### src/tss_pkg.sv
// constants, types and register map of the two-speed start-up / fail-safe clock block
// assumes a 32-bit apb slave port and oscillator levels sampled on pclk
`default_nettype none
package tss_pkg;

    // =====================================================
    // register map (byte addresses)
    localparam logic [7:0] ADDR_OSC_CTRL = 8'h00;
    localparam logic [7:0] ADDR_OSC_STAT = 8'h04;
    localparam logic [7:0] ADDR_FAIL_FLAG = 8'h08;
    localparam logic [7:0] ADDR_FAIL_IE = 8'h0c;

    // =====================================================
    // oscillator_control fields and reset value
    localparam int CTRL_PLL_BIT = 7;
    localparam int CTRL_FREQ_LSB = 3;
    localparam int CTRL_SEL_LSB = 0;
    localparam logic [7:0] CTRL_RESET = 8'h38;
    localparam logic [3:0] FREQ_RESET = 4'h7;
    localparam logic [1:0] SEL_CFG = 2'h0;
    localparam logic [1:0] SEL_T1 = 2'h1;

    // fail flag and fail interrupt enable register fields
    localparam int FLAG_BIT = 0;
    localparam int FAIL_ACTIVE_BIT = 1;
    localparam int IE_BIT = 0;

    // =====================================================
    // primary oscillator modes of the configuration word
    localparam logic [2:0] MODE_LP = 3'h0;
    localparam logic [2:0] MODE_XT = 3'h1;
    localparam logic [2:0] MODE_HS = 3'h2;
    localparam logic [2:0] MODE_RC = 3'h3;
    localparam logic [2:0] MODE_INT_BLOCK = 3'h4;

    // frequency select ranges
    localparam logic [3:0] FREQ_MF_FIRST = 4'h2;
    localparam logic [3:0] FREQ_HF_FIRST = 4'h8;

    // =====================================================
    // timing: the start-up timer counts source cycles, the monitor divides the lf clock
    localparam int STARTUP_CYCLES = 1024;
    localparam int FAIL_DIV = 64;

    typedef enum logic [1:0] {SRC_INT, SRC_CFG, SRC_T1} tss_src_t;
    typedef enum logic [1:0] {RANGE_LF, RANGE_MF, RANGE_HF} tss_range_t;

    typedef struct packed {
        logic switchover;
        logic fail_monitor;
        logic pll;
        logic [2:0] mode;
    } tss_cfg_t;

    typedef struct packed {
        logic t1_ready;
        logic pll_ready;
        logic hf_ready;
        logic hf_locked;
        logic mf_ready;
        logic lf_ready;
        logic hf_stable;
    } tss_osc_stat_t;

endpackage
`default_nettype wire

### src/tss_clock_ctrl.sv
// system clock control: two-speed start-up, fail-safe monitor, control/status registers
// assumes every oscillator level and event input is synchronous to pclk and sampled
// well above its own frequency; sys_clk is a sampled image of the selected source
//
// The APB register port and the address map were chosen for this implementation.
`timescale 1ns/10ps
`default_nettype none

module tss_clock_ctrl #(
    parameter int STARTUP_COUNT = tss_pkg::STARTUP_CYCLES,
    parameter int MON_DIV = tss_pkg::FAIL_DIV
) (
    input wire logic pclk,
    input wire logic presetn,
    input wire logic psel,
    input wire logic penable,
    input wire logic pwrite,
    input wire logic [7:0] paddr,
    input wire logic [31:0] pwdata,
    output logic [31:0] prdata,
    output logic pready,
    output logic pslverr,
    input wire tss_pkg::tss_cfg_t cfg,
    input wire tss_pkg::tss_osc_stat_t osc_stat,
    input wire logic timer1_osc_enable,
    input wire logic ext_clk,
    input wire logic tmr1_clk,
    input wire logic int_clk,
    input wire logic lf_clk,
    input wire logic por_done,
    input wire logic sleep_req,
    input wire logic wake,
    output logic sys_clk,
    output logic cpu_hold,
    output tss_pkg::tss_src_t clk_src,
    output logic [3:0] freq_sel,
    output tss_pkg::tss_range_t freq_range,
    output logic pll_on,
    output logic osc_fail_flag,
    output logic osc_fail_irq
);

    localparam int CNTW = $clog2(STARTUP_COUNT + 1);
    localparam int DIVW = $clog2(MON_DIV);
    localparam logic [CNTW-1:0] CNT_LAST = CNTW'(STARTUP_COUNT - 1);
    localparam logic [DIVW-1:0] DIV_HALF = DIVW'(MON_DIV / 2 - 1);
    localparam logic [DIVW-1:0] DIV_LAST = DIVW'(MON_DIV - 1);

    // the divider taps need a power of two
    if (STARTUP_COUNT < 2 || MON_DIV < 4 || (MON_DIV & (MON_DIV - 1)) != 0) begin
        $error("tss_clock_ctrl: bad timer or divider parameter");
    end

    typedef enum logic [2:0] {ST_WAIT_POR, ST_COUNT, ST_FALL_CUR, ST_FALL_NEW, ST_RUN, ST_SLEEP} tss_state_t;

    // =====================================================
    // helpers
    function automatic logic is_crystal(input logic [2:0] mode);
        is_crystal = (mode == tss_pkg::MODE_LP) || (mode == tss_pkg::MODE_XT) || (mode == tss_pkg::MODE_HS);
    endfunction

    function automatic tss_pkg::tss_src_t sel_target(input logic [1:0] sel, input logic [2:0] mode);
        if (sel[1]) begin
            sel_target = tss_pkg::SRC_INT;
        end else if (sel == tss_pkg::SEL_T1) begin
            sel_target = tss_pkg::SRC_T1;
        end else if (mode == tss_pkg::MODE_INT_BLOCK) begin
            sel_target = tss_pkg::SRC_INT;
        end else begin
            sel_target = tss_pkg::SRC_CFG;
        end
    endfunction

    function automatic logic src_level(input tss_pkg::tss_src_t src, input logic e, input logic t, input logic i);
        case (src)
            tss_pkg::SRC_CFG: src_level = e;
            tss_pkg::SRC_T1: src_level = t;
            default: src_level = i;
        endcase
    endfunction

    // =====================================================
    // sampled clock levels and edges
    logic ext_q_r, t1_q_r, int_q_r, lf_q_r;

    always_ff @(posedge pclk or negedge presetn) begin
        if (!presetn) begin
            ext_q_r <= 1'b0;
            t1_q_r <= 1'b0;
            int_q_r <= 1'b0;
            lf_q_r <= 1'b0;
        end else begin
            ext_q_r <= ext_clk;
            t1_q_r <= tmr1_clk;
            int_q_r <= int_clk;
            lf_q_r <= lf_clk;
        end
    end

    tss_state_t state_r;
    tss_pkg::tss_src_t cur_src_r, tgt_src_r;
    logic [7:0] ctrl_r;
    logic fail_r, flag_r, ie_r, startup_stat_r, fail_det;

    logic lvl_now, lvl_prev, cur_fall, tgt_fall, lf_rise;
    always_comb begin
        lvl_now = src_level(cur_src_r, ext_clk, tmr1_clk, int_clk);
        lvl_prev = src_level(cur_src_r, ext_q_r, t1_q_r, int_q_r);
        cur_fall = lvl_prev & ~lvl_now;
        tgt_fall = src_level(tgt_src_r, ext_q_r, t1_q_r, int_q_r) & ~src_level(tgt_src_r, ext_clk, tmr1_clk, int_clk);
        lf_rise = lf_clk & ~lf_q_r;
    end

    // =====================================================
    // apb slave: no wait states, pready from a flop
    logic setup, access, wr_ctrl, wr_flag, wr_ie, sel_chg;
    logic [1:0] new_sel;
    logic mapped;

    always_comb begin
        setup = psel & ~penable & ~pready;
        access = psel & penable & pready;
        mapped = (paddr == tss_pkg::ADDR_OSC_CTRL) || (paddr == tss_pkg::ADDR_OSC_STAT)
              || (paddr == tss_pkg::ADDR_FAIL_FLAG) || (paddr == tss_pkg::ADDR_FAIL_IE);
        wr_ctrl = access & pwrite & (paddr == tss_pkg::ADDR_OSC_CTRL);
        wr_flag = access & pwrite & (paddr == tss_pkg::ADDR_FAIL_FLAG);
        wr_ie = access & pwrite & (paddr == tss_pkg::ADDR_FAIL_IE);
        new_sel = pwdata[tss_pkg::CTRL_SEL_LSB +: 2];
        sel_chg = wr_ctrl & (new_sel != ctrl_r[tss_pkg::CTRL_SEL_LSB +: 2]);
    end

    logic [7:0] stat_val;
    always_comb begin
        stat_val = {timer1_osc_enable ? osc_stat.t1_ready : 1'b1,
                    osc_stat.pll_ready, startup_stat_r, osc_stat.hf_ready,
                    osc_stat.hf_locked,
                    osc_stat.mf_ready, osc_stat.lf_ready,
                    osc_stat.hf_stable};
    end

    always_ff @(posedge pclk or negedge presetn) begin
        if (!presetn) begin
            pready <= 1'b0;
            pslverr <= 1'b0;
            prdata <= 32'h0;
        end else begin
            pready <= setup;
            pslverr <= setup & ~mapped;
            if (setup) begin
                case (paddr)
                    tss_pkg::ADDR_OSC_CTRL: prdata <= {24'h0, ctrl_r};
                    tss_pkg::ADDR_OSC_STAT: prdata <= {24'h0, stat_val};
                    tss_pkg::ADDR_FAIL_FLAG: prdata <= {30'h0, fail_r, flag_r};
                    tss_pkg::ADDR_FAIL_IE: prdata <= {31'h0, ie_r};
                    default: prdata <= 32'h0;
                endcase
            end
        end
    end

    // oscillator_control; bit 2 unimplemented; automatic switches never touch it
    always_ff @(posedge pclk or negedge presetn) begin
        if (!presetn) begin
            ctrl_r <= tss_pkg::CTRL_RESET;
        end else if (wr_ctrl) begin
            ctrl_r <= {pwdata[tss_pkg::CTRL_PLL_BIT], pwdata[tss_pkg::CTRL_FREQ_LSB +: 4], 1'b0, new_sel};
        end
    end

    // =====================================================
    // start-up sequencing
    logic [1:0] sel_eff;
    tss_pkg::tss_src_t start_tgt;
    logic start_evt, sleep_evt, needs_count, two_speed;
    logic [CNTW-1:0] start_cnt_r;

    always_comb begin
        sleep_evt = sleep_req & (state_r != ST_WAIT_POR) & (state_r != ST_SLEEP);
        start_evt = ((state_r == ST_WAIT_POR) & por_done) | ((state_r == ST_SLEEP) & wake) | sel_chg;
        sel_eff = sel_chg ? new_sel : ctrl_r[tss_pkg::CTRL_SEL_LSB +: 2];
        start_tgt = sel_target(sel_eff, cfg.mode);
        needs_count = (start_tgt == tss_pkg::SRC_T1) || ((start_tgt == tss_pkg::SRC_CFG) && is_crystal(cfg.mode));
        two_speed = (cfg.switchover | cfg.fail_monitor) & (sel_eff == tss_pkg::SEL_CFG) & is_crystal(cfg.mode);
    end

    always_ff @(posedge pclk or negedge presetn) begin
        if (!presetn) begin
            state_r <= ST_WAIT_POR;
            cur_src_r <= tss_pkg::SRC_INT;
            tgt_src_r <= tss_pkg::SRC_INT;
            start_cnt_r <= '0;
            cpu_hold <= 1'b1;
        end else if (sleep_evt) begin
            state_r <= ST_SLEEP;
            start_cnt_r <= '0;
            cpu_hold <= 1'b1;
        end else if (start_evt) begin
            tgt_src_r <= start_tgt;
            start_cnt_r <= '0;
            if (!sel_chg) begin
                cur_src_r <= tss_pkg::SRC_INT;
            end
            // without two-speed start-up the core waits for the crystal after power-on or wake
            cpu_hold <= !sel_chg && needs_count && (start_tgt == tss_pkg::SRC_CFG) && !two_speed;
            if (needs_count) begin
                state_r <= ST_COUNT;
            end else begin
                state_r <= ST_FALL_CUR;
            end
        end else begin
            case (state_r)
                ST_COUNT: begin
                    if (tgt_fall) begin
                        start_cnt_r <= start_cnt_r + CNTW'(1);
                        if (start_cnt_r == CNT_LAST) begin
                            state_r <= ST_FALL_CUR;
                        end
                    end
                end
                ST_FALL_CUR: begin
                    if (cur_fall || cur_src_r == tgt_src_r) begin
                        state_r <= ST_FALL_NEW;
                    end
                end
                ST_FALL_NEW: begin
                    if (tgt_fall) begin
                        cur_src_r <= tgt_src_r;
                        state_r <= ST_RUN;
                        cpu_hold <= 1'b0;
                    end
                end
                ST_RUN: begin
                    if (fail_det) begin
                        // a dead source has no falling edge to wait for: go straight to the hold
                        tgt_src_r <= tss_pkg::SRC_INT;
                        state_r <= ST_FALL_NEW;
                    end
                end
                default: begin
                end
            endcase
        end
    end

    // =====================================================
    // fail-safe monitor
    logic [DIVW-1:0] div_r;
    logic latch_r, mon_active, samp_rise, samp_fall;

    always_comb begin
        mon_active = cfg.fail_monitor && (state_r == ST_RUN) && (cur_src_r != tss_pkg::SRC_INT);
        samp_rise = lf_rise && (div_r == DIV_HALF);
        samp_fall = lf_rise && (div_r == DIV_LAST);
        fail_det = mon_active && samp_fall && !latch_r && !cur_fall;
    end

    always_ff @(posedge pclk or negedge presetn) begin
        if (!presetn) begin
            div_r <= '0;
        end else if (lf_rise) begin
            div_r <= div_r + DIVW'(1);
        end
    end

    // pre-set while idle so a half-cycle already in progress at start never reports a failure
    always_ff @(posedge pclk or negedge presetn) begin
        if (!presetn) begin
            latch_r <= 1'b1;
        end else if (!mon_active || cur_fall) begin
            latch_r <= 1'b1;
        end else if (samp_rise) begin
            latch_r <= 1'b0;
        end
    end

    // =====================================================
    // fail condition, flag and enable
    always_ff @(posedge pclk or negedge presetn) begin
        if (!presetn) begin
            fail_r <= 1'b0;
        end else if (fail_det) begin
            fail_r <= 1'b1;
        end else if (sleep_evt || start_evt) begin
            fail_r <= 1'b0;
        end
    end

    always_ff @(posedge pclk or negedge presetn) begin
        if (!presetn) begin
            flag_r <= 1'b0;
        end else if (fail_det) begin
            flag_r <= 1'b1;
        end else if (wr_flag && pwdata[tss_pkg::FLAG_BIT] && !fail_r) begin
            flag_r <= 1'b0;
        end
    end

    always_ff @(posedge pclk or negedge presetn) begin
        if (!presetn) begin
            ie_r <= 1'b0;
        end else if (wr_ie) begin
            ie_r <= pwdata[tss_pkg::IE_BIT];
        end
    end

    // =====================================================
    // start-up status: set once the outgoing clock has fallen on the way to the configured source
    always_ff @(posedge pclk or negedge presetn) begin
        if (!presetn) begin
            startup_stat_r <= 1'b0;
        end else if (sleep_evt || fail_det || start_evt) begin
            startup_stat_r <= 1'b0;
        end else if (state_r == ST_FALL_CUR && (cur_fall || cur_src_r == tgt_src_r)) begin
            startup_stat_r <= (tgt_src_r == tss_pkg::SRC_CFG);
        end
    end

    // =====================================================
    // outputs
    always_ff @(posedge pclk or negedge presetn) begin
        if (!presetn) begin
            sys_clk <= 1'b0;
            clk_src <= tss_pkg::SRC_INT;
            freq_sel <= tss_pkg::FREQ_RESET;
            freq_range <= tss_pkg::RANGE_MF;
            pll_on <= 1'b0;
            osc_fail_flag <= 1'b0;
            osc_fail_irq <= 1'b0;
        end else begin
            // a high phase always runs to its end and a new one starts only on a fresh rise,
            // so a hold, a sleep or a restart never cuts a pulse short
            if (state_r == ST_FALL_NEW || state_r == ST_SLEEP || state_r == ST_WAIT_POR) begin
                sys_clk <= sys_clk & lvl_now;
            end else begin
                sys_clk <= lvl_now & (sys_clk | ~lvl_prev);
            end
            clk_src <= cur_src_r;
            freq_sel <= ctrl_r[tss_pkg::CTRL_FREQ_LSB +: 4];
            if (ctrl_r[tss_pkg::CTRL_FREQ_LSB +: 4] < tss_pkg::FREQ_MF_FIRST) begin
                freq_range <= tss_pkg::RANGE_LF;
            end else if (ctrl_r[tss_pkg::CTRL_FREQ_LSB +: 4] < tss_pkg::FREQ_HF_FIRST) begin
                freq_range <= tss_pkg::RANGE_MF;
            end else begin
                freq_range <= tss_pkg::RANGE_HF;
            end
            pll_on <= cfg.pll | ctrl_r[tss_pkg::CTRL_PLL_BIT];
            osc_fail_flag <= flag_r;
            osc_fail_irq <= flag_r & ie_r;
        end
    end

endmodule

`default_nettype wire

### config.mk
export PLATFORM = sky130hd
export DESIGN_NAME = tss_clock_ctrl
export DESIGN_NICKNAME = d
export VERILOG_FILES = /design/src/tss_pkg.sv /design/src/tss_clock_ctrl.sv
export SDC_FILE = /design/constraint.sdc
export NUM_CORES = 1
export LEC_CHECK = 0
export ABC_AREA = 1
export BUFFER_PORTS_ARGS = -buffer_cell sky130_fd_sc_hd__buf_4
export CAP_MARGIN = 5
export CORE_ASPECT_RATIO = 0.9
export CORE_MARGIN = 1.5
export CORE_UTILIZATION = 51
export CTS_CLUSTER_SIZE = 16
export DETAILED_ROUTE_END_ITERATION = 10
export PLACE_DENSITY = 0.8
export SYNTH_ARGS = -nofsm -noshare
export SYNTH_HDL_FRONTEND = slang
export SYNTH_SLANG_ARGS = --single-unit
export TNS_END_PERCENT = 10
### constraint.sdc
create_clock -name pclk -period 2.6 [get_ports pclk]
set_input_delay 0.26 -clock pclk [delete_from_list [all_inputs] [get_ports pclk]]
set_output_delay 0.26 -clock pclk [all_outputs]
set_load 0.1 [all_outputs]
==> reports/metrics.cfg <==
[timing]
layout_min_cycle_time_ps = 2110
relSlewSlack_pct = 48.5
setup-tns-final_ps = 0
rsz0062_at_grt = false
fmax_ghz = 0.473
post-route-period-util_pct = 81.3
tightestPinTransition_ps = 772
slew_violations = 0
setup_viol = 0
hold_ws_ps = -26.3
finalHoldViolCount = 27
finClkSkew_ps = 10.2

[layout]
diodes = 0
final_cells = 581
syn2layout_area_growth_pct = 18.6
multi_input_area_um2 = 1600
regArea_um2 = 1590
layout-drive-gt1-share_pct = 25.3
fin_nets = 559
fill_cells = 564

[place]
place.gp.congestion = 0.919
io_buffers = 63
dp_cells = 565
dp_hpwl_mm = 5.27

[worst_setup_path]
arrival_ps = 2350
required_ps = 2830
cp_max_fo = 5
crit_type = reg2reg
rrSetupSlack_ps = 490
worstSetupEndpoint = state_r[2]$_DFFE_PN0P_
reg2reg_to = state_r[2]$_DFFE_PN0P_
crit-reg2reg-launch = cur_src_r[0]$_DFFE_PN0P_
crit_start = cur_src_r[0]$_DFFE_PN0P_
reg2regPathDepth = 13
crit_path_end_kind = flip-flop
start_kind = flip-flop

[logic_synthesis]
synthCells = 418
ys_ff_latch = 63
synthFlopType = dfrtp_1
synth-edff-count = 0
synth_area_um2 = 3500
ys.warnings.count = 0
avgSynthCellArea_um2 = 8.38
synthArstFlopShare_pct = 100
yosysSeqAreaShare_pct = 45.3
synth_cell_type_count = 42

[routing]
wirelength_mm = 7.06
wl_per_cell_um = 12.1
via_per_inst = 4.91
drtPass1Iterations = 4
antenna_left = 0
vias = 2855
drcViolationCount = 0
drt_iter0_drc = 132

[floorplanning]
rows = 28
die_h_um = 81.6
core_area_um2 = 6620
start_util_pct = 52.9
io_pins = 113
dieWidth_um = 90.4
die_area_um2 = 7370

[clock_tree]
numCtsBuffers = 9
clock_path_buffers = 2
clkTransAtPathRegs_ps = 80
postCtsSetupBuffers = 0
cts_hold_buf = 0
cts_resized = 0
cts_tree = built
clkLatencyLatePin_ps = 350
clockRootBuffer = clkbuf_8
htreeDepth = 3
cts_sinks = 63

[status]
outcome = complete, but fails checks
violations = hold timing

[grt]
grt_pass1_wl_mm = 12.1
gr-total-overflow = 0
antenna_found_initial = 0
grt_pass1_vias = 2713
grt_use_met1_pct = 25.1
grt.busiest_layer = met2
grt_start_max_net_pins = 64
globalRouteTotalUtil_pct = 20.9
met2_usage_pct = 36.4
use_met3_pct = 6.85

[power_and_ir_drop]
cellLeakagePower_nw = 2.17
irDropWorstVdd_mv = 0.508
powerDensity_nw_per_um2 = 811

[job]
cap_viol_max_count = 0

[min_path]
hold_path_class = in2async

## critical path: stages, from the launching register on
cell and delay, ps:
dfrtp_1 430, inv_1 110, ha_1 340, or2_2 280, nand2_1 80, inv_1 40, nand2_1 110, nand2_1 100
nor2_1 110, nor2_1 50, nand2_1 120, nand2_1 100, nand2_1 80, nand2_1 50
## placed cells by master (no fill, tap or decap), types with 3 or more instances in the layout
cell type / synthesis / layout
a21oi_1: 20 / 20
a21o_1: 3 / 3
inv_1: 42 / 42
dfrtp_1: 54 / 54
clkinv_4: 0 / 3
xor2_1: 7 / 7
o21ai_1: 7 / 7
buf_4: 24 / 63
conb_1: 1 / 24
o21ai_0: 11 / 11
nand3_1: 34 / 34
nor3_1: 5 / 5
mux2_2: 3 / 3
ha_1: 7 / 7
nand4_1: 4 / 4
nand2_1: 104 / 104
nor2_4: 6 / 6
dfstp_2: 9 / 9
clkbuf_8: 0 / 9
nor4_1: 3 / 3
nor2_1: 29 / 29
xnor2_1: 4 / 4
nand2_4: 4 / 4
nor2_2: 3 / 3
or2_2: 4 / 4
nand2_2: 6 / 6
## power breakdown
part / total (mW) / internal [mW] / switching, mW
registers: 1.23 / 1.11 / 0.122
clock network: 0.876 / 0.453 / 0.423
logic: 1.26 / 0.362 / 0.899
total: 3.37 / 1.93 / 1.44
## logic make-up after synthesis
kind of cell | after synthesis | share of synthesized area, %
AOI/OAI and AO/OA | 48 | 7.57
xor gates and xnor gates | 11 | 2.75
adders and majority gates | 7 | 2.50
buffers and inverters | 75 | 11.4
DFF | 63 | 45.3
muxes | 3 | 0.965
other | 1 | 0.107
and+or+nand+nor | 210 | 29.3
## final cells by class
type / instances / area share, %
Tap cell: 90 / 2.71
Inverter: 46 / 4.22
Sequential cell: 63 / 38.2
Clock inverter: 7 / 1.99
Timing Repair Buffer: 63 / 11.4
Clock buffer: 9 / 2.98
Multi-Input combinational cell: 303 / 38.5
## flip-flops by register name, indices dropped and copies added (netlist names), 2 cells and up
signal	cells
prdata	8
start_cnt_r	11
freq_range	2
cur_src_r	2
clk_src	2
freq_sel	4
div_r	6
state_r	3
tgt_src_r	2
ctrl_r	7
## metal layers
metal	share of wire [%]	vias up
li1	-	1419
met5	0	-
met4	1.2	0
met2	47	102
met1	45	1325
met3	7.0	9
## metrics by stage
| stage | total power, mW | worst slack, ps | utilization, % | instance area [µm²] |
|---|---|---|---|---|
| after global placement | 2.46 | 566 | 59.6 | 3950 |
| after CTS | 3.39 | 494 | 62.8 | 4160 |
| final | 3.37 | 487 | 62.8 | 4160 |
| after detailed placement | 2.51 | 487 | 59.6 | 3950 |
| after global routing | 3.58 | 290 | 62.8 | 4160 |
| after floorplan | 2.30 | 510 | - | 3590 |
## synth_stat cells (all sizes together) (2+ instances only)
library cell  count  area, µm²
nor3              7       45.0
ha                7       87.6
o31ai             2       15.0
inv              45        171
o21a              2       15.0
buf              28        221
nor2             39        215
nand2           114        473
xor2              7       61.3
nor4              3       18.8
a21o              3       22.5
xnor2             4       35.0
mux2              3       33.8
or2               4       25.0
dfstp             9        236
nand4             5       37.5
nand3b            2       15.0
dfrtp            54       1350
nand3            36        198
a21oi            20        100
o21ai            19       98.8
## worst min-delay path by stage
stage	startpoint	end	slack, ps	cells after the start
finish	presetn	pll_on$_DFF_PN0_	-30	1
global route	int_clk	int_q_r$_DFF_PN0_	20	1
CTS	presetn	pll_on$_DFF_PN0_	5	1
detailed placement	ctrl_r[4]$_DFFE_PN1P_	freq_sel[1]$_DFF_PN1_	360	0
global placement	ctrl_r[4]$_DFFE_PN1P_	freq_sel[1]$_DFF_PN1_	360	0
floorplan	presetn	clk_src[0]$_DFF_PN0_	-40	0
(Power assumes the default switching activity.)
